<file path="src/logic/dps_pkg.sv">
// constants, field widths and state codes for the dispense pulse sequencer
// assumes a single 25 MHz clock shared by every module of the block
package dps_pkg;
	// ************************************************************
	// clock and time base
	// ************************************************************
	localparam int CLK_NS = 40;
	// one duration step is 0.1 ms
	localparam int STEP_NS = 100000;
	localparam int TICK_CYC = (STEP_NS + CLK_NS - 1) / CLK_NS;
	localparam int PRE_W = 12;
	localparam logic [PRE_W-1:0] TICK_RELOAD = PRE_W'(TICK_CYC - 1);
	// ************************************************************
	// parameter fields, durations in 0.1 ms steps
	// ************************************************************
	localparam int DUR_W = 16;
	localparam int CNT_W = 19;
	localparam int NSETUP = 4;
	localparam logic [DUR_W-1:0] DUR_ZERO = 16'h0000;
	localparam logic [DUR_W-1:0] DUR_ONE = 16'h0001;
	// 0.7 ms and 5000 ms
	localparam logic [DUR_W-1:0] DUR_MIN = 16'h0007;
	localparam logic [DUR_W-1:0] DUR_MAX = 16'hC350;
	// delays: 0.7 ms to 5 s
	localparam logic [DUR_W-1:0] DLY_MIN = 16'h0007;
	localparam logic [DUR_W-1:0] DLY_MAX = 16'hC350;
	// valve closing time used after an externally timed open phase
	localparam logic [DUR_W-1:0] EXT_CLOSE_STEPS = 16'h0007;
	localparam logic [CNT_W-1:0] CNT_ZERO = 19'h00000;
	localparam logic [CNT_W-1:0] CNT_ONE = 19'h00001;
	localparam logic [CNT_W-1:0] CNT_MAX = 19'h7A120;
	// ************************************************************
	// power-up setup values
	// ************************************************************
	localparam logic [NSETUP-1:0][DUR_W-1:0] OPEN_RST = {16'h0050, 16'h003C, 16'h0028, 16'h0014};
	localparam logic [DUR_W-1:0] CLOSE_RST = 16'h0032;
	localparam logic [CNT_W-1:0] COUNT_RST = 19'h0000A;
	localparam logic [1:0] SETUP_FIRST = 2'h0;
	// ************************************************************
	// sequencer states
	// ************************************************************
	typedef enum logic [2:0] {
		ST_IDLE = 3'b000,
		ST_TDLY = 3'b001,
		ST_OPEN = 3'b010,
		ST_CLOSE = 3'b011,
		ST_EXT_OPEN = 3'b100,
		ST_EXT_CLOSE = 3'b101,
		ST_SDLY = 3'b110
	} dps_state_t;
endpackage : dps_pkg

</file>
<file path="src/logic/dps_cfg_if.sv">
// stored setups, sequences and sequence-mode flag handed to the sequencer
// assumes one writer (the setup store) and readers on the same clock
`timescale 1ns/1ps
`default_nettype none
interface dps_cfg_if;
	import dps_pkg::*;
	logic [NSETUP-1:0][DUR_W-1:0] open_d;
	logic [NSETUP-1:0][DUR_W-1:0] close_d;
	logic [NSETUP-1:0][CNT_W-1:0] count;
	logic [NSETUP-1:0] seq_valid;
	logic [NSETUP-1:0][DUR_W-1:0] trig_dly;
	logic [NSETUP-1:0][DUR_W-1:0] seq_dly;
	logic [NSETUP-1:0][1:0] seq_end;
	logic seq_mode;
	modport store (output open_d, close_d, count, seq_valid, trig_dly, seq_dly, seq_end, seq_mode);
	modport user (input open_d, close_d, count, seq_valid, trig_dly, seq_dly, seq_end, seq_mode);
endinterface : dps_cfg_if
`default_nettype wire

</file>
<file path="src/logic/dps_sequencer.sv">
// top of the dispense pulse sequencer: trigger intake, phase sequencing, query
// assumes all inputs synchronous to clk_i; key and serial triggers are one-cycle pulses
//
// Behaviour
// - key, serial or controller trigger each start one of four setups
// - burst: one trigger runs the programmed count of open/close cycles back to back
// - single-shot: count one, each dot needs its own trigger from the controller
// - count zero: keep cycling while controller trigger high, stop new cycles when low
// - infinite uses stored durations; back key stops key-started infinite dispensing
// - external: valve open while trigger high, closing starts when it drops
// - open zero, close zero, count one means external mode
// - external mode ignores triggers until the valve has fully closed
// - external mode only on the first setup, others internally timed
// - open phase programmable in 0.1 ms steps up to 5000 ms
// - close phase programmable in 0.1 ms steps up to 5000 ms
// - open and close 0.7 to 5000 ms, or both zero for external
// - pulse count 1 to 500000, zero means infinite
// - sequence: trigger delay, start setup, sequence delay, end setup; delays 0.7 ms-5 s or 0
// - a sequence whose end setup equals its start setup is refused
// - sequence mode on and defined: whole sequence runs; otherwise just the setup
// - one sequence per setup, settable and readable mode flag, per-setup query
// - edits are saved only on confirm, cancel discards, both leave edit
`timescale 1ns/1ps
`default_nettype none
module dps_sequencer
	import dps_pkg::*;
(
	input wire logic clk_i,
	input wire logic srst_i,
	input wire logic key_trigger_i,
	input wire logic [1:0] panel_setup_i,
	input wire logic back_key_i,
	input wire logic serial_trigger_i,
	input wire logic [1:0] serial_setup_i,
	input wire logic plc_trigger_i,
	input wire logic [1:0] plc_setup_i,
	input wire logic edit_load_i,
	input wire logic [1:0] edit_setup_i,
	input wire logic [DUR_W-1:0] edit_open_i,
	input wire logic [DUR_W-1:0] edit_close_i,
	input wire logic [CNT_W-1:0] edit_count_i,
	input wire logic edit_confirm_i,
	input wire logic edit_cancel_i,
	input wire logic seq_define_i,
	input wire logic [DUR_W-1:0] seq_trig_dly_i,
	input wire logic [1:0] seq_start_i,
	input wire logic [DUR_W-1:0] seq_dly_i,
	input wire logic [1:0] seq_end_i,
	input wire logic mode_write_i,
	input wire logic mode_value_i,
	input wire logic [1:0] query_setup_i,
	output logic valve_open_o,
	output logic dispense_done_ok_o,
	output logic [1:0] active_setup_o,
	output logic edit_active_o,
	output logic cfg_ack_o,
	output logic cfg_nak_o,
	output logic seq_mode_o,
	output logic query_valid_o,
	output logic [DUR_W-1:0] query_trig_dly_o,
	output logic [DUR_W-1:0] query_seq_dly_o,
	output logic [1:0] query_end_o,
	output logic [DUR_W-1:0] query_open_o,
	output logic [DUR_W-1:0] query_close_o,
	output logic [CNT_W-1:0] query_count_o
);
	// ************************************************************
	// declarations
	// ************************************************************
	dps_cfg_if cfg ();

	dps_state_t state_r;
	dps_state_t state_nxt;
	logic [1:0] setup_r;
	logic [1:0] setup_nxt;
	logic chain_r;
	logic chain_nxt;
	logic part2_r;
	logic part2_nxt;
	logic [CNT_W-1:0] remain_r;
	logic [CNT_W-1:0] remain_nxt;
	logic infinite_r;
	logic infinite_nxt;
	logic src_plc_r;
	logic stop_r;
	logic plc_prev_r;
	logic tmr_load;
	logic [DUR_W-1:0] tmr_steps;
	logic tmr_done;
	logic trig_any;
	logic [1:0] trig_setup;
	logic trig_plc;
	logic launch;
	logic [1:0] launch_s;
	logic finish;
	logic stop_now;
	logic [NSETUP-1:0] ext_vec;

	// ************************************************************
	// submodules
	// ************************************************************
	dps_setup_store u_store (
		.clk_i(clk_i),
		.srst_i(srst_i),
		.cfg(cfg.store),
		.edit_load_i(edit_load_i),
		.edit_setup_i(edit_setup_i),
		.edit_open_i(edit_open_i),
		.edit_close_i(edit_close_i),
		.edit_count_i(edit_count_i),
		.edit_confirm_i(edit_confirm_i),
		.edit_cancel_i(edit_cancel_i),
		.seq_define_i(seq_define_i),
		.seq_trig_dly_i(seq_trig_dly_i),
		.seq_start_i(seq_start_i),
		.seq_dly_i(seq_dly_i),
		.seq_end_i(seq_end_i),
		.mode_write_i(mode_write_i),
		.mode_value_i(mode_value_i),
		.edit_active_o(edit_active_o),
		.cfg_ack_o(cfg_ack_o),
		.cfg_nak_o(cfg_nak_o)
	);

	dps_phase_timer u_timer (
		.clk_i(clk_i),
		.srst_i(srst_i),
		.load_i(tmr_load),
		.steps_i(tmr_steps),
		.done_o(tmr_done)
	);

	// ************************************************************
	// mode decode per setup
	// ************************************************************
	genvar gi;
	generate
		for (gi = 0; gi < NSETUP; gi++) begin : g_ext
			// only the first setup may be externally timed
			assign ext_vec[gi] = (gi == 0) && (cfg.open_d[gi] == DUR_ZERO)
				&& (cfg.close_d[gi] == DUR_ZERO) && (cfg.count[gi] == CNT_ONE);
		end
	endgenerate

	// ************************************************************
	// trigger intake
	// ************************************************************
	// the controller line is a level; only its rising edge starts a run
	assign trig_plc = plc_trigger_i && !plc_prev_r;
	assign trig_any = key_trigger_i || serial_trigger_i || trig_plc;

	// fixed priority when sources coincide: key, then serial, then controller
	always_comb begin
		if (key_trigger_i) begin
			trig_setup = panel_setup_i;
		end else if (serial_trigger_i) begin
			trig_setup = serial_setup_i;
		end else begin
			trig_setup = plc_setup_i;
		end
	end

	always_ff @(posedge clk_i) begin
		if (srst_i) begin
			plc_prev_r <= 1'b0;
		end else begin
			plc_prev_r <= plc_trigger_i;
		end
	end

	// infinite stop: back key is latched, a dropped controller line counts only if still low when a close phase ends
	assign stop_now = stop_r || back_key_i || (src_plc_r && !plc_trigger_i);

	always_ff @(posedge clk_i) begin
		if (srst_i) begin
			src_plc_r <= 1'b0;
			stop_r <= 1'b0;
		end else if (state_r == ST_IDLE) begin
			stop_r <= 1'b0;
			if (trig_any) begin
				src_plc_r <= !key_trigger_i && !serial_trigger_i;
			end
		end else if (back_key_i) begin
			stop_r <= 1'b1;
		end
	end

	// ************************************************************
	// phase sequencing
	// ************************************************************
	always_comb begin
		state_nxt = state_r;
		setup_nxt = setup_r;
		chain_nxt = chain_r;
		part2_nxt = part2_r;
		remain_nxt = remain_r;
		infinite_nxt = infinite_r;
		tmr_load = 1'b0;
		tmr_steps = DUR_ONE;
		launch = 1'b0;
		launch_s = setup_r;
		finish = 1'b0;
		unique case (state_r)
			ST_IDLE: begin
				// triggers are only taken here, so a run in progress ignores them
				if (trig_any) begin
					setup_nxt = trig_setup;
					chain_nxt = cfg.seq_mode && cfg.seq_valid[trig_setup];
					part2_nxt = 1'b0;
					if (cfg.seq_mode && cfg.seq_valid[trig_setup]
						&& (cfg.trig_dly[trig_setup] != DUR_ZERO)) begin
						state_nxt = ST_TDLY;
						tmr_load = 1'b1;
						tmr_steps = cfg.trig_dly[trig_setup];
					end else begin
						launch = 1'b1;
						launch_s = trig_setup;
					end
				end
			end
			ST_TDLY: begin
				if (tmr_done) begin
					launch = 1'b1;
					launch_s = setup_r;
				end
			end
			ST_OPEN: begin
				if (tmr_done) begin
					state_nxt = ST_CLOSE;
					tmr_load = 1'b1;
					tmr_steps = cfg.close_d[setup_r];
				end
			end
			ST_CLOSE: begin
				if (tmr_done) begin
					if (infinite_r ? !stop_now : (remain_r > CNT_ONE)) begin
						// next cycle starts with no gap and no new trigger
						state_nxt = ST_OPEN;
						remain_nxt = infinite_r ? remain_r : remain_r - CNT_ONE;
						tmr_load = 1'b1;
						tmr_steps = cfg.open_d[setup_r];
					end else begin
						finish = 1'b1;
					end
				end
			end
			ST_EXT_OPEN: begin
				// open phase lasts exactly as long as the controller line stays high
				if (!plc_trigger_i) begin
					state_nxt = ST_EXT_CLOSE;
					tmr_load = 1'b1;
					tmr_steps = EXT_CLOSE_STEPS;
				end
			end
			ST_EXT_CLOSE: begin
				if (tmr_done) begin
					finish = 1'b1;
				end
			end
			ST_SDLY: begin
				if (tmr_done) begin
					launch = 1'b1;
					launch_s = cfg.seq_end[setup_r];
				end
			end
			default: begin
				state_nxt = ST_IDLE;
			end
		endcase
		if (finish) begin
			if (chain_r && !part2_r) begin
				part2_nxt = 1'b1;
				if (cfg.seq_dly[setup_r] != DUR_ZERO) begin
					state_nxt = ST_SDLY;
					tmr_load = 1'b1;
					tmr_steps = cfg.seq_dly[setup_r];
				end else begin
					launch = 1'b1;
					launch_s = cfg.seq_end[setup_r];
				end
			end else begin
				state_nxt = ST_IDLE;
			end
		end
		if (launch) begin
			setup_nxt = launch_s;
			remain_nxt = cfg.count[launch_s];
			infinite_nxt = (cfg.count[launch_s] == CNT_ZERO);
			if (ext_vec[launch_s]) begin
				state_nxt = ST_EXT_OPEN;
			end else begin
				state_nxt = ST_OPEN;
				tmr_load = 1'b1;
				tmr_steps = cfg.open_d[launch_s];
			end
		end
	end

	always_ff @(posedge clk_i) begin
		if (srst_i) begin
			state_r <= ST_IDLE;
			setup_r <= SETUP_FIRST;
			chain_r <= 1'b0;
			part2_r <= 1'b0;
			remain_r <= CNT_ZERO;
			infinite_r <= 1'b0;
		end else begin
			state_r <= state_nxt;
			setup_r <= setup_nxt;
			chain_r <= chain_nxt;
			part2_r <= part2_nxt;
			remain_r <= remain_nxt;
			infinite_r <= infinite_nxt;
		end
	end

	// ************************************************************
	// valve and status outputs
	// ************************************************************
	always_ff @(posedge clk_i) begin
		if (srst_i) begin
			valve_open_o <= 1'b0;
			dispense_done_ok_o <= 1'b1;
			active_setup_o <= SETUP_FIRST;
		end else begin
			valve_open_o <= (state_nxt == ST_OPEN) || (state_nxt == ST_EXT_OPEN);
			dispense_done_ok_o <= (state_nxt == ST_IDLE);
			active_setup_o <= setup_nxt;
		end
	end

	// ************************************************************
	// query of stored parameters
	// ************************************************************
	always_ff @(posedge clk_i) begin
		if (srst_i) begin
			seq_mode_o <= 1'b0;
			query_valid_o <= 1'b0;
			query_trig_dly_o <= DUR_ZERO;
			query_seq_dly_o <= DUR_ZERO;
			query_end_o <= SETUP_FIRST;
			query_open_o <= DUR_ZERO;
			query_close_o <= DUR_ZERO;
			query_count_o <= CNT_ZERO;
		end else begin
			seq_mode_o <= cfg.seq_mode;
			query_valid_o <= cfg.seq_valid[query_setup_i];
			query_trig_dly_o <= cfg.trig_dly[query_setup_i];
			query_seq_dly_o <= cfg.seq_dly[query_setup_i];
			query_end_o <= cfg.seq_end[query_setup_i];
			query_open_o <= cfg.open_d[query_setup_i];
			query_close_o <= cfg.close_d[query_setup_i];
			query_count_o <= cfg.count[query_setup_i];
		end
	end
endmodule : dps_sequencer
`default_nettype wire

</file>
<file path="src/logic/dps_phase_timer.sv">
// phase timer counting in 0.1 ms steps
// assumes load_i is never given a zero step count
`timescale 1ns/1ps
`default_nettype none
module dps_phase_timer
	import dps_pkg::*;
(
	input wire logic clk_i,
	input wire logic srst_i,
	input wire logic load_i,
	input wire logic [DUR_W-1:0] steps_i,
	output logic done_o
);
	logic run_r;
	logic [DUR_W-1:0] cnt_r;
	logic [PRE_W-1:0] pre_r;

	// a reload wins over a running count so back-to-back phases never slip
	always_ff @(posedge clk_i) begin
		if (srst_i) begin
			run_r <= 1'b0;
			cnt_r <= DUR_ZERO;
			pre_r <= '0;
			done_o <= 1'b0;
		end else begin
			done_o <= 1'b0;
			if (load_i) begin
				run_r <= 1'b1;
				cnt_r <= steps_i;
				pre_r <= TICK_RELOAD;
			end else if (run_r) begin
				if (pre_r == '0) begin
					pre_r <= TICK_RELOAD;
					if (cnt_r == DUR_ONE) begin
						run_r <= 1'b0;
						done_o <= 1'b1;
					end else begin
						cnt_r <= cnt_r - DUR_ONE;
					end
				end else begin
					pre_r <= pre_r - 1'b1;
				end
			end
		end
	end
endmodule : dps_phase_timer
`default_nettype wire

</file>
<file path="src/logic/dps_setup_store.sv">
// setup and sequence storage with edit, confirm and range checks
// assumes the host changes settings only while the sequencer is idle
`timescale 1ns/1ps
`default_nettype none
module dps_setup_store
	import dps_pkg::*;
(
	input wire logic clk_i,
	input wire logic srst_i,
	dps_cfg_if.store cfg,
	input wire logic edit_load_i,
	input wire logic [1:0] edit_setup_i,
	input wire logic [DUR_W-1:0] edit_open_i,
	input wire logic [DUR_W-1:0] edit_close_i,
	input wire logic [CNT_W-1:0] edit_count_i,
	input wire logic edit_confirm_i,
	input wire logic edit_cancel_i,
	input wire logic seq_define_i,
	input wire logic [DUR_W-1:0] seq_trig_dly_i,
	input wire logic [1:0] seq_start_i,
	input wire logic [DUR_W-1:0] seq_dly_i,
	input wire logic [1:0] seq_end_i,
	input wire logic mode_write_i,
	input wire logic mode_value_i,
	output logic edit_active_o,
	output logic cfg_ack_o,
	output logic cfg_nak_o
);
	logic [1:0] st_setup_r;
	logic [DUR_W-1:0] st_open_r;
	logic [DUR_W-1:0] st_close_r;
	logic [CNT_W-1:0] st_count_r;
	logic ext_ok;
	logic edit_ok;
	logic seq_ok;

	// zero open and close with one pulse is only legal on the first setup
	assign ext_ok = (st_setup_r == SETUP_FIRST) && (st_open_r == DUR_ZERO)
		&& (st_close_r == DUR_ZERO) && (st_count_r == CNT_ONE);
	assign edit_ok = ext_ok || ((st_open_r >= DUR_MIN) && (st_open_r <= DUR_MAX)
		&& (st_close_r >= DUR_MIN) && (st_close_r <= DUR_MAX)
		&& (st_count_r <= CNT_MAX));
	assign seq_ok = (seq_start_i != seq_end_i)
		&& ((seq_trig_dly_i == DUR_ZERO) || ((seq_trig_dly_i >= DLY_MIN) && (seq_trig_dly_i <= DLY_MAX)))
		&& ((seq_dly_i == DUR_ZERO) || ((seq_dly_i >= DLY_MIN) && (seq_dly_i <= DLY_MAX)));

	// ************************************************************
	// edit staging: nothing reaches the setup until confirmed
	// ************************************************************
	always_ff @(posedge clk_i) begin
		if (srst_i) begin
			edit_active_o <= 1'b0;
			st_setup_r <= SETUP_FIRST;
			st_open_r <= DUR_ZERO;
			st_close_r <= DUR_ZERO;
			st_count_r <= CNT_ZERO;
		end else if (edit_load_i) begin
			edit_active_o <= 1'b1;
			st_setup_r <= edit_setup_i;
			st_open_r <= edit_open_i;
			st_close_r <= edit_close_i;
			st_count_r <= edit_count_i;
		end else if (edit_confirm_i || edit_cancel_i) begin
			edit_active_o <= 1'b0;
		end
	end

	// ************************************************************
	// stored setups and sequences
	// ************************************************************
	always_ff @(posedge clk_i) begin
		if (srst_i) begin
			cfg.open_d <= OPEN_RST;
			cfg.close_d <= {NSETUP{CLOSE_RST}};
			cfg.count <= {NSETUP{COUNT_RST}};
			cfg.seq_valid <= '0;
			cfg.trig_dly <= '0;
			cfg.seq_dly <= '0;
			cfg.seq_end <= '0;
			cfg.seq_mode <= 1'b0;
			cfg_ack_o <= 1'b0;
			cfg_nak_o <= 1'b0;
		end else begin
			cfg_ack_o <= 1'b0;
			cfg_nak_o <= 1'b0;
			if (edit_active_o && edit_confirm_i && !edit_load_i) begin
				cfg_ack_o <= edit_ok;
				cfg_nak_o <= !edit_ok;
				if (edit_ok) begin
					cfg.open_d[st_setup_r] <= st_open_r;
					cfg.close_d[st_setup_r] <= st_close_r;
					cfg.count[st_setup_r] <= st_count_r;
				end
			end else if (seq_define_i) begin
				cfg_ack_o <= seq_ok;
				cfg_nak_o <= !seq_ok;
				if (seq_ok) begin
					// one slot per start setup, a new definition replaces the old
					cfg.seq_valid[seq_start_i] <= 1'b1;
					cfg.trig_dly[seq_start_i] <= seq_trig_dly_i;
					cfg.seq_dly[seq_start_i] <= seq_dly_i;
					cfg.seq_end[seq_start_i] <= seq_end_i;
				end
			end else if (mode_write_i) begin
				cfg_ack_o <= 1'b1;
				cfg.seq_mode <= mode_value_i;
			end
		end
	end
endmodule : dps_setup_store
`default_nettype wire

</file>
<file path="config.mk">
export PLATFORM = sky130hd
export DESIGN_NAME = dps_sequencer
export DESIGN_NICKNAME = d
export VERILOG_FILES = /design/src/logic/dps_pkg.sv /design/src/logic/dps_cfg_if.sv /design/src/logic/dps_sequencer.sv /design/src/logic/dps_phase_timer.sv /design/src/logic/dps_setup_store.sv
export SDC_FILE = /design/constraint.sdc
export NUM_CORES = 1
export LEC_CHECK = 0
export BUFFER_PORTS_ARGS = -buffer_cell sky130_fd_sc_hd__buf_2
export CORE_UTILIZATION = 60
export CTS_BUF_LIST = sky130_fd_sc_hd__clkbuf_4 sky130_fd_sc_hd__clkbuf_8
export DETAILED_ROUTE_END_ITERATION = 10
export PLACE_DENSITY_LB_ADDON = 0.12
export SLEW_MARGIN = 20
export SYNTH_ARGS = -nofsm -noshare
export SYNTH_HDL_FRONTEND = slang
export SYNTH_SLANG_ARGS = --single-unit
</file>
<file path="constraint.sdc">
create_clock -name clk_i -period 6.3 [get_ports clk_i]
set_clock_uncertainty 0.15 [all_clocks]
set_input_delay 0.945 -clock clk_i [delete_from_list [all_inputs] [get_ports clk_i]]
set_output_delay 0.945 -clock clk_i [all_outputs]
set_load 0.02 [all_outputs]
</file>
== Word-level counts from Yosys, hierarchy flattened ==
Cells that the tools add are included.

* Output and inout bits: 94
* Logic and storage cells: 305
* Bits of input ports: 109
* Register bits: 550

* Multiplexer cells: 134
* $add $sub $neg: 3
* Reductions and logical operators: 74
* Bitwise operators: 5
* Eq/ne operators: 14
* Order comparisons: 18

{| class="wikitable"
|+ Operators by type and width
! kind !! count
|-
| 16-bit two-way mux || 25
|-
| 16-bit binary-select mux with 2-bit select || 9
|-
| 64-bit bitwise mux || 4
|-
| 19-bit two-way mux || 8
|-
| 16-bit logical NOT || 6
|-
| 19-bit binary-select mux with 2-bit select || 2
|-
| 76-bit bitwise mux || 1
|-
| 16-bit demux with 2-bit select || 2
|-
| 16-bit by 3-bit >= comparator with 1-bit output (second input constant) || 4
|-
| 16-bit less-or-equal comparator (second input constant) || 4
|-
| 16-bit one-hot mux with 4 select lines || 1
|-
| 1-bit two-way mux || 39
|-
| 19-bit demux with 2-bit select || 1
|-
| 19-bit by 1-bit == test with 1-bit output (second input constant) || 2
|-
| 12-bit two-way mux || 3
|-
| 3-bit two-way mux || 12
|-
| 16-bit nonzero test || 2
|-
| 2-bit two-way mux || 14
|-
| 1-bit logical AND || 23
|-
| 19-bit by 1-bit greater-than comparator with 1-bit output (second input constant) || 1
|-
| 19-bit less-or-equal comparator (second input constant) || 1
|-
| 19-bit logical NOT || 1
|-
| 19-bit by 1-bit subtractor with 19-bit output (second input constant) || 1
|-
| 2-bit by 3-bit < comparator with 1-bit output (second input constant) || 6
|-
| 33 further kinds || 76
|}

== Logic depth before layout (Yosys ltp) ==
Gate-level depths: netlist of the first run.

* Depth in word-level cells: 18
* Mapped depth: 20
* Mapped depth without buffers: 13

== Modules after synthesis ==
From an unflattened synthesis of the first run, not the netlist that was laid out.

* Cells, all modules: 2660
* Area total of the unflattened synthesis: 28229.6 um^2

{| class="wikitable"
|+ By module, submodules not included
! module !! cells each !! instances !! seq. area each (um^2) !! area each (um^2)
|-
| dps_setup_store || 1498 || 1 || 8027.7 || 16035.4
|-
| dps_sequencer || 975 || 1 || 2382.3 || 10506.3
|-
| dps_phase_timer || 187 || 1 || 600.6 || 1687.9
|}

== Worst setup path before layout of the first run ==
OpenSTA, ideal clock, no wires.

* Path kind: input-to-reg
* From: in serial_trigger_i
* To: reg infinite_r
* Setup time: 59 ps
* Arrival time: 4739 ps
* Stages: 16
* Setup slack: 1352 ps
* Path buffers: 4
* Data required time: 6091 ps
* Path through: mux2i_2 buf_2 mux2i_1 mux4_2 nand4b_4 or4_1 buf_2 a21oi_1 o21a_1 buf_2 buf_2 mux2i_1 a22oi_1 or4_1 nor4_1 a31o_1

* Cells in the longest elaborated chain, start to end: 15
* Elaborated cells on any way between the ends: 26
* Those cells by class: mux: 20; reduce/logical: 6

{| class="wikitable"
|+ RTL lines
! what !! RTL line !! RTL
|-
| start: declaration || dps_sequencer.sv:33 || <nowiki>input wire logic serial_trigger_i,</nowiki>
|-
| 2-bit two-way mux || dps_sequencer.sv:156 || <nowiki>end else if (serial_trigger_i) begin</nowiki>
|-
| 2-bit two-way mux || dps_sequencer.sv:154 || <nowiki>if (key_trigger_i) begin</nowiki>
|-
| 16-bit binary-select mux with 2-bit select / 1-bit binary-select mux with 2-bit select (equally long branches) || dps_sequencer.sv:211, dps_sequencer.sv:210 ||
|-
| 16-bit two-way mux (implied by the code) / 1-bit two-way mux (equally long branches) || dps_sequencer.sv:211, dps_sequencer.sv:210 ||
|-
| 16-bit nonzero test / 1-bit logical AND (equally long branches) || dps_sequencer.sv:211, dps_sequencer.sv:210 ||
|-
| 1-bit logical AND || dps_sequencer.sv:211 || <nowiki>&& (cfg.trig_dly[trig_setup] != DUR_ZERO)) begin</nowiki>
|-
| 2-bit two-way mux || dps_sequencer.sv:210 || <nowiki>if (cfg.seq_mode && cfg.seq_valid[trig_setup]</nowiki>
|-
| 2-bit two-way mux || dps_sequencer.sv:206 || <nowiki>if (trig_any) begin</nowiki>
|-
| 2-bit one-hot mux with 2 select lines || dps_sequencer.sv:203 || <nowiki>unique case (state_r)</nowiki>
|-
| 2-bit two-way mux || dps_sequencer.sv:273 || <nowiki>if (cfg.seq_dly[setup_r] != DUR_ZERO) begin</nowiki>
|-
| 2-bit two-way mux || dps_sequencer.sv:271 || <nowiki>if (chain_r && !part2_r) begin</nowiki>
|-
| 2-bit two-way mux || dps_sequencer.sv:270 || <nowiki>if (finish) begin</nowiki>
|-
| 19-bit binary-select mux with 2-bit select || dps_sequencer.sv:288 || <nowiki>infinite_nxt = (cfg.count[launch_s] == CNT_ZERO);</nowiki>
|-
| 19-bit two-way mux (implied by the code) || dps_sequencer.sv:288 ||
|-
| 19-bit logical NOT || dps_sequencer.sv:288 ||
|-
| end signal: assignment || dps_sequencer.sv:313 || <nowiki>infinite_r <= infinite_nxt;</nowiki>
|-
| end: declaration || dps_sequencer.sv:82 || <nowiki>logic infinite_r;</nowiki>
|}

Several ways; a longest one is shown, not always the timed one. The select of a mux whose other input is x is not followed.
A chain may end at the register's enable or synchronous reset.

== Worst setup path after layout of the first run ==
* From: reg remain_r[8]
* To: reg infinite_r

* Cells in the longest elaborated chain, start to end: 9
* Elaborated cells on any way between the ends: 10
* Those cells by class: order compare: 1; mux: 8; reduce/logical: 1

{| class="wikitable"
|+ RTL lines
! what !! RTL line !! RTL
|-
| start: declaration || dps_sequencer.sv:80 || <nowiki>logic [CNT_W-1:0] remain_r;</nowiki>
|-
| start signal: assignment || dps_sequencer.sv:312 || <nowiki>remain_r <= remain_nxt;</nowiki>
|-
| 19-bit by 1-bit greater-than comparator with 1-bit output * || dps_sequencer.sv:236 || <nowiki>if (infinite_r ? !stop_now : (remain_r > CNT_ONE)) begin</nowiki>
|-
| 1-bit two-way mux * (2 in a row) || dps_sequencer.sv:236 ||
|-
| 1-bit two-way mux * || dps_sequencer.sv:235 || <nowiki>if (tmr_done) begin</nowiki>
|-
| 1-bit one-hot mux with 2 select lines * || dps_sequencer.sv:203 ||
|-
| 2-bit two-way mux || dps_sequencer.sv:270 ||
|-
| 19-bit binary-select mux with 2-bit select || dps_sequencer.sv:288 ||
|-
| 19-bit two-way mux (implied by the code) || dps_sequencer.sv:288 ||
|-
| 19-bit logical NOT || dps_sequencer.sv:288 ||
|}

Every way passes the cells marked *; elsewhere a longest branch is shown, timed or not. The select of a mux whose other input is x is not followed.

==> results_dict.tcl, run 1 <==
set metrics [dict create \
    clock_path_buffers 3 \
    nNetsFinal 3002 \
    synthToLayoutAreaGrowth_pct 12.79 \
    global_route_wire_length_before_repair_mm 122.3 \
    post_cts_buffers 0 \
    setup-violations-final 0 \
    synth-seq-cells 550 \
    cts_tree "built" \
    fin_crit_sh_pct 82.44 \
    final_max_slew_viol_count 0 \
    synthDistinctLibCells 65 \
    final.setup.tns_ns 0 \
    timing.critical_path.arrival_ns 5.69 \
    antennaDiodeCount 0 \
    die_h_um 210.2 \
    cp_max_fo 27 \
    area_of_the_core_um2 42320 \
    crit_required_ns 6.79 \
    antenna_violating_nets_post_route 0 \
    synth_fa_ha_area_share_pct 0.2886 \
    timing.max_cap.violations 0 \
    post_synth_main_area_contributors "dfxtp_1 42%, mux4_2 13%, mux2i_1 11%, nand2_1 7.2%, a21oi_1 4.8%" \
    synth.net_count 2872 \
    die_x_um 210.2 \
    detail_route.wirelength_mm 78.51 \
    layout.filler_cells 3282 \
    yosys.area_share.simple_pct 18.71 \
    synthArstFlopShare_pct 0 \
    ctsHtreeMaxLevel 3 \
    ys_seq_area_share_pct 42.33 \
    synth_enable_flop_cells 0 \
    detailroute.via_count 22200 \
    design.portCount 203 \
    drt_iter0_drc 2495 \
    post-synth-top-count-cell "dfxtp_1" \
    overflow_left_after_global_routing 0 \
    cts_buffers 90 \
    crit_type "flop to flop" \
    dp_hpwl_mm 51.62 \
    max-slew-margin-rel_pct 25.38 \
    proportion_of_layout_cells_with_a_drive_suffix_above_1_pct 19.99 \
    die_outline_area_um2 44180 \
    power_w 0.008770 \
    status "completed" \
    min_path_type "flop to flop" \
    first_global_vias 21410 \
    final-hold-violation-count 0 \
    combined_area_of_the_multi_input_logic_cells_um2 14100 \
    tightestPinTransition_ns 1.113 \
    grtUsageTotal_pct 35.60 \
    pwr_cell_area_nw_per_um2 299.0 \
    finalWeightedCongestion 0.9333 \
    synth_area_leader_cell "dfxtp_1" \
    synth_warnings 0 \
    routed_wire_length_per_instance_um 22.22 \
    maximum_number_of_pins_on_one_net_before_global_route_repair 191 \
    max_clock_freq_mhz 192.5 \
    cts_hold_buf 0 \
    area_occupied_by_registers_um2 11020 \
    final_period_minus_worst_setup_slack_ns 5.193 \
    std_cell_rows 75 \
    synthXorXnorAreaFrac_pct 1.111 \
    synthCells 2757 \
    drc 0 \
    initial_core_util_pct 61.45 \
    cts_num_sinks 550 \
    post_synthesis_compound_gate_area_fraction_pct 9.362 \
    synth.cell_area_um2 26010 \
    synth_top_flop_cell "dfxtp_1" \
    worst_ir_drop_on_vdd_mv 0.1927 \
    port_buffers 202 \
    rsz0062_at_grt "false" \
    setup.worst_path.end_class "flop" \
    synth_top_family_by_area "multiplexers" \
    vias_per_cell 6.282 \
    cts.repair.resized 0 \
    post_synth.cell_area_avg_um2 9.434 \
    path_clk_slew_ns 0.06 \
    synth.top_cells.by_count "550 x dfxtp_1, 497 x nand2_1, 281 x mux2i_1" \
    synthMuxAreaShare_pct 24.42 \
    clk-insertion-delay-late_ns 0.69 \
    firstDrtPassIters 6 \
    antenna_found_initial 2 \
    leakage_nw 11.28 \
    root_buffer "clkbuf_8" \
    synth_top_area_share_pct 42.33 \
    critical_path.startpoint_type "flop" \
]
==> worst paths after layout <==
check	startpoint	endpoint	slack, ns	cells after the start
max	remain_r[8]	infinite_r	1.11	13
min	part2_r	part2_r	0.32	2
max reg2reg	remain_r[8]	infinite_r	1.11	13
min reg2reg	part2_r	part2_r	0.32	2
==> registers in the layout (all words and copies together), names as in the netlist, 2 cells and up <==
signal and count:
u_store.cfg.open_d 64, u_store.st_count_r 19, active_setup_o 2, u_store.st_close_r 16
u_store.cfg.count 76, u_store.cfg.seq_end 8, query_seq_dly_o 16, u_store.cfg.close_d 64
u_store.st_setup_r 2, u_store.cfg.seq_valid 4, query_end_o 2, u_timer.cnt_r 16
u_store.cfg.seq_dly 64, u_store.cfg.trig_dly 64, query_close_o 16, u_timer.pre_r 12
state_r 3, query_count_o 19, remain_r 19, query_trig_dly_o 16
u_store.st_open_r 16, query_open_o 16
==> worst max-delay path, cell delays in order, from the launching register on <==
cell,delay (ns)
dfxtp_1,0.36
or4_1,0.60
or3_1,0.48
o31ai_1,0.40
buf_4,0.22
a21oi_1,0.16
nor2_1,0.35
mux2_2,0.26
o21a_2,0.69
mux2i_1,0.29
a22oi_2,0.07
or4_1,0.60
nor4_1,0.31
a31o_1,0.18
==> cell families (layout without fill, tap and decap cells) <==
family	after synthesis	in the layout
flip-flops	550	550
adder cells (fa/ha/maj)	6	6
buffers and inverters	237	437
AND/OR/NAND/NOR	1079	1079
multiplexers	440	440
AO/OA/AOI/OAI	412	412
XOR/XNOR	33	33
==> layout make-up <==
type,instances,share of cell area (%)
tap,577,2.461
clock buffer,145,6.184
sequential,550,37.55
clock inverter,17,0.6014
multi-input combinational,1970,48.07
timing repair buffer,245,4.747
inverter,30,0.3839
==> per-stage QoR <==
stage,hold WS (ns),cells,util [%],setup slack (ns),area [µm²]
after floorplan,0.2812,2757,-,1.352,26010
after global placement,0.2945,3372,64.61,0.5932,27340
after detailed placement,0.3056,3372,64.61,0.5333,27340
after CTS,0.2967,3534,69.31,1.190,29330
after global routing,0.3201,3534,69.32,0.9172,29340
final,0.3175,3534,69.32,1.107,29340
==> placed cells by master, fill, tap and decap left out, types with 29 or more instances in the layout <==
| master | synthesis | final |
|---|---|---|
| nor4_1 | 43 | 43 |
| a211oi_1 | 42 | 41 |
| nor2_1 | 273 | 271 |
| buf_2 | 13 | 198 |
| inv_1 | 30 | 30 |
| o21ai_0 | 30 | 30 |
| nand2_1 | 497 | 495 |
| a21oi_1 | 251 | 251 |
| mux4_2 | 151 | 151 |
| mux2i_1 | 281 | 281 |
| buf_4 | 6 | 42 |
| clkbuf_8 | 0 | 116 |
| dfxtp_1 | 550 | 548 |
| nor2b_1 | 108 | 108 |
| clkbuf_4 | 0 | 29 |
| nand3b_1 | 32 | 32 |
==> metal layers <==
layer | global-route usage [%] | wire [µm] | vias to the layer above
li1 | - | - | 9999
met1 | 48.72 | 32210 | 10780
met2 | 54.44 | 35300 | 1207
met3 | 7.688 | 7992 | 210
met4 | 15.58 | 3004 | 2
met5 | 0 | 10 | -
==> where the power goes <==
group | total (W) | internal (W) | switching, W | leakage, nW
clock | 0.00341 | 0.00195 | 0.00147 | 1.06
sequential | 0.00383 | 0.00363 | 0.000201 | 4.46
combinational | 0.00153 | 0.000607 | 0.000921 | 5.75
No activity file was read; power rests on OpenSTA's default activity.
==> inputs of run 2 (changes only) <==
==> constraint.sdc (replaced) <==
create_clock -name clk_i -period 4.8 [get_ports clk_i]
set_clock_uncertainty 0.15 [all_clocks]
set_input_delay 0.72 -clock clk_i [delete_from_list [all_inputs] [get_ports clk_i]]
set_output_delay 0.72 -clock clk_i [all_outputs]
set_load 0.02 [all_outputs]
==> results_dict.tcl, run 2 (synthesis gave the netlist of run 1 again) <==
set metrics [dict create \
    status "completed" \
    cts_num_sinks 550 \
    critical_path.startpoint_type "flop" \
    design.portCount 203 \
    regMostFlops "u_store.cfg.count" \
    first_global_vias 21600 \
    max_clock_freq_mhz 216.7 \
    fin_crit_sh_pct 96.13 \
    cts_hold_buf 0 \
    final_period_minus_worst_setup_slack_ns 4.614 \
    flip_flop_count_of_the_largest_register_all_copies_and_words_added 76 \
    path_clk_slew_ns 0.07 \
    holdPathStages 3 \
    crit_required_ns 5.27 \
    critical_path.reg2reg.endpoint "infinite_r" \
    final-hold-violation-count 0 \
    antenna_found_initial 6 \
    dp_hpwl_mm 53.51 \
    timing.max_cap.violations 0 \
    cp_max_fo 13 \
    std_cell_rows 75 \
    root_buffer "clkbuf_8" \
    crit-reg2reg-launch "remain_r[8]" \
    finalWeightedCongestion 0.9691 \
    setup-violations-final 0 \
    hold_slack_ns 0.1246 \
    post-place-ws_ns -0.3877 \
    detail_route.wirelength_mm 80.19 \
    rsz0062_at_grt "false" \
    port_buffers 202 \
    drt_iter0_drc 2320 \
    clk-insertion-delay-late_ns 0.69 \
    crit_slowest_cell "or4_1" \
    firstDrtPassIters 6 \
    most-common-layout-cells "548 x dfxtp_1, 495 x nand2_1, 281 x mux2i_1" \
    vias_per_cell 6.245 \
    worst_ir_drop_on_vdd_mv 0.3102 \
    timing.critical_path.arrival_ns 5.09 \
    die_h_um 210.2 \
    instances_no_fill 3603 \
    global_route_wire_length_before_repair_mm 124.0 \
    initial_core_util_pct 61.45 \
    die_outline_area_um2 44180 \
    layout.filler_cells 3225 \
    die_x_um 210.2 \
    ctsHtreeMaxLevel 3 \
    drc 0 \
    clock_path_buffers 3 \
    path_cells "or4_1, or3_1, o31ai_2, buf_4, a21oi_1, nor2_1, mux2_2, o21a_4, buf_4, a21oi_1, a22oi_1, or4_1, nor4_1, a31o_1" \
    nNetsFinal 3069 \
    routed_wire_length_per_instance_um 22.26 \
    leakage_nw 11.65 \
    setup.worst_path.end_class "flop" \
    hold_path_end "u_store.st_open_r[6]" \
    final_max_slew_viol_count 0 \
    power_w 0.01167 \
    maximum_number_of_pins_on_one_net_before_global_route_repair 138 \
    min_path_type "primary input to flop" \
    numPlacedInstances 3441 \
    overflow_left_after_global_routing 0 \
    area_of_the_core_um2 42320 \
    pwr_cell_area_nw_per_um2 388.4 \
    antenna_violating_nets_post_route 0 \
    synthToLayoutAreaGrowth_pct 15.50 \
    detailroute.via_count 22500 \
    leading_cell_type_in_the_layout_fill_and_taps_excluded "dfxtp_1" \
    worst_slack_ns 0.1857 \
    crit_type "flop to flop" \
    cts_tree "built" \
    r2r_cells 14 \
    proportion_of_layout_cells_with_a_drive_suffix_above_1_pct 21.79 \
    cts_buffers 88 \
    launch_point_of_the_worst_hold_path "edit_open_i[6]" \
    critical_path.max_stage_delay_ns 0.58 \
    grtUsageTotal_pct 36.26 \
    setup.reg_to_reg.worst_slack_ns 0.19 \
    fin_util_pct 70.98 \
    tightestPinTransition_ns 1.040 \
    max-slew-margin-rel_pct 30.69 \
]
-- run 2: report_power, final --
part / switching (W) / internal, W / leakage (nW) / total [W]
combinational: 0.00128 / 0.000946 / 6.14 / 0.00223
clock: 0.00192 / 0.00249 / 1.04 / 0.00441
sequential: 0.000265 / 0.00476 / 4.46 / 0.00502
-- run 2: repair_timing --
item / CTS / global route
setup endpoints to repair: 0 / 10
buffers inserted: 0 / 0
gates resized for setup: 0 / 2
-- run 2: how the worst max path moves through the flow --
stage,start,to,cells after the start
2_1_floorplan,serial_trigger_i,infinite_r,16
3_3_place_gp,serial_trigger_i,infinite_r,14
3_5_place_dp,serial_trigger_i,infinite_r,14
4_1_cts,remain_r[8],infinite_r,14
5_1_grt,remain_r[8],infinite_r,14
6_report,remain_r[8],infinite_r,14
-- run 2: metal layers --
layer | wire, µm | track usage [%] | vias to the layer above
li1 | - | - | 10150
met1 | 32520 | 49.14 | 10940
met2 | 36550 | 56.19 | 1208
met3 | 8088 | 7.390 | 189
met4 | 2990 | 16.16 | 8
met5 | 49 | 0 | -
-- run 2: critical path, delay by kind of cell (launching register included) --
| family | cells | cell delay [ns] |
|---|---|---|
| AOI/OAI and AO/OA | 6 | 1.19 |
| muxes | 1 | 0.39 |
| DFF | 1 | 0.35 |
| buffers and inverters | 2 | 0.40 |
| and+or+nand+nor | 5 | 2.04 |
-- run 2: layout make-up --
class / count / area [µm²] / area share (%)
antenna: 2 / 5.005 / 0.01666
clock buffer: 144 / 1807 / 6.014
clock inverter: 16 / 153.9 / 0.5123
inverter: 30 / 112.6 / 0.3749
multi-input combinational: 1970 / 14110 / 46.98
sequential: 550 / 11020 / 36.67
tap: 577 / 721.9 / 2.403
timing repair buffer: 314 / 2111 / 7.027
-- run 2: through the flow --
step                      setup TNS, ns  area, µm²
after detailed placement         -4.714      28060
after global routing                  0      30040
after global placement           -2.229      28060
after floorplan                       0      26010
after CTS                             0      30020
final                                 0      30040
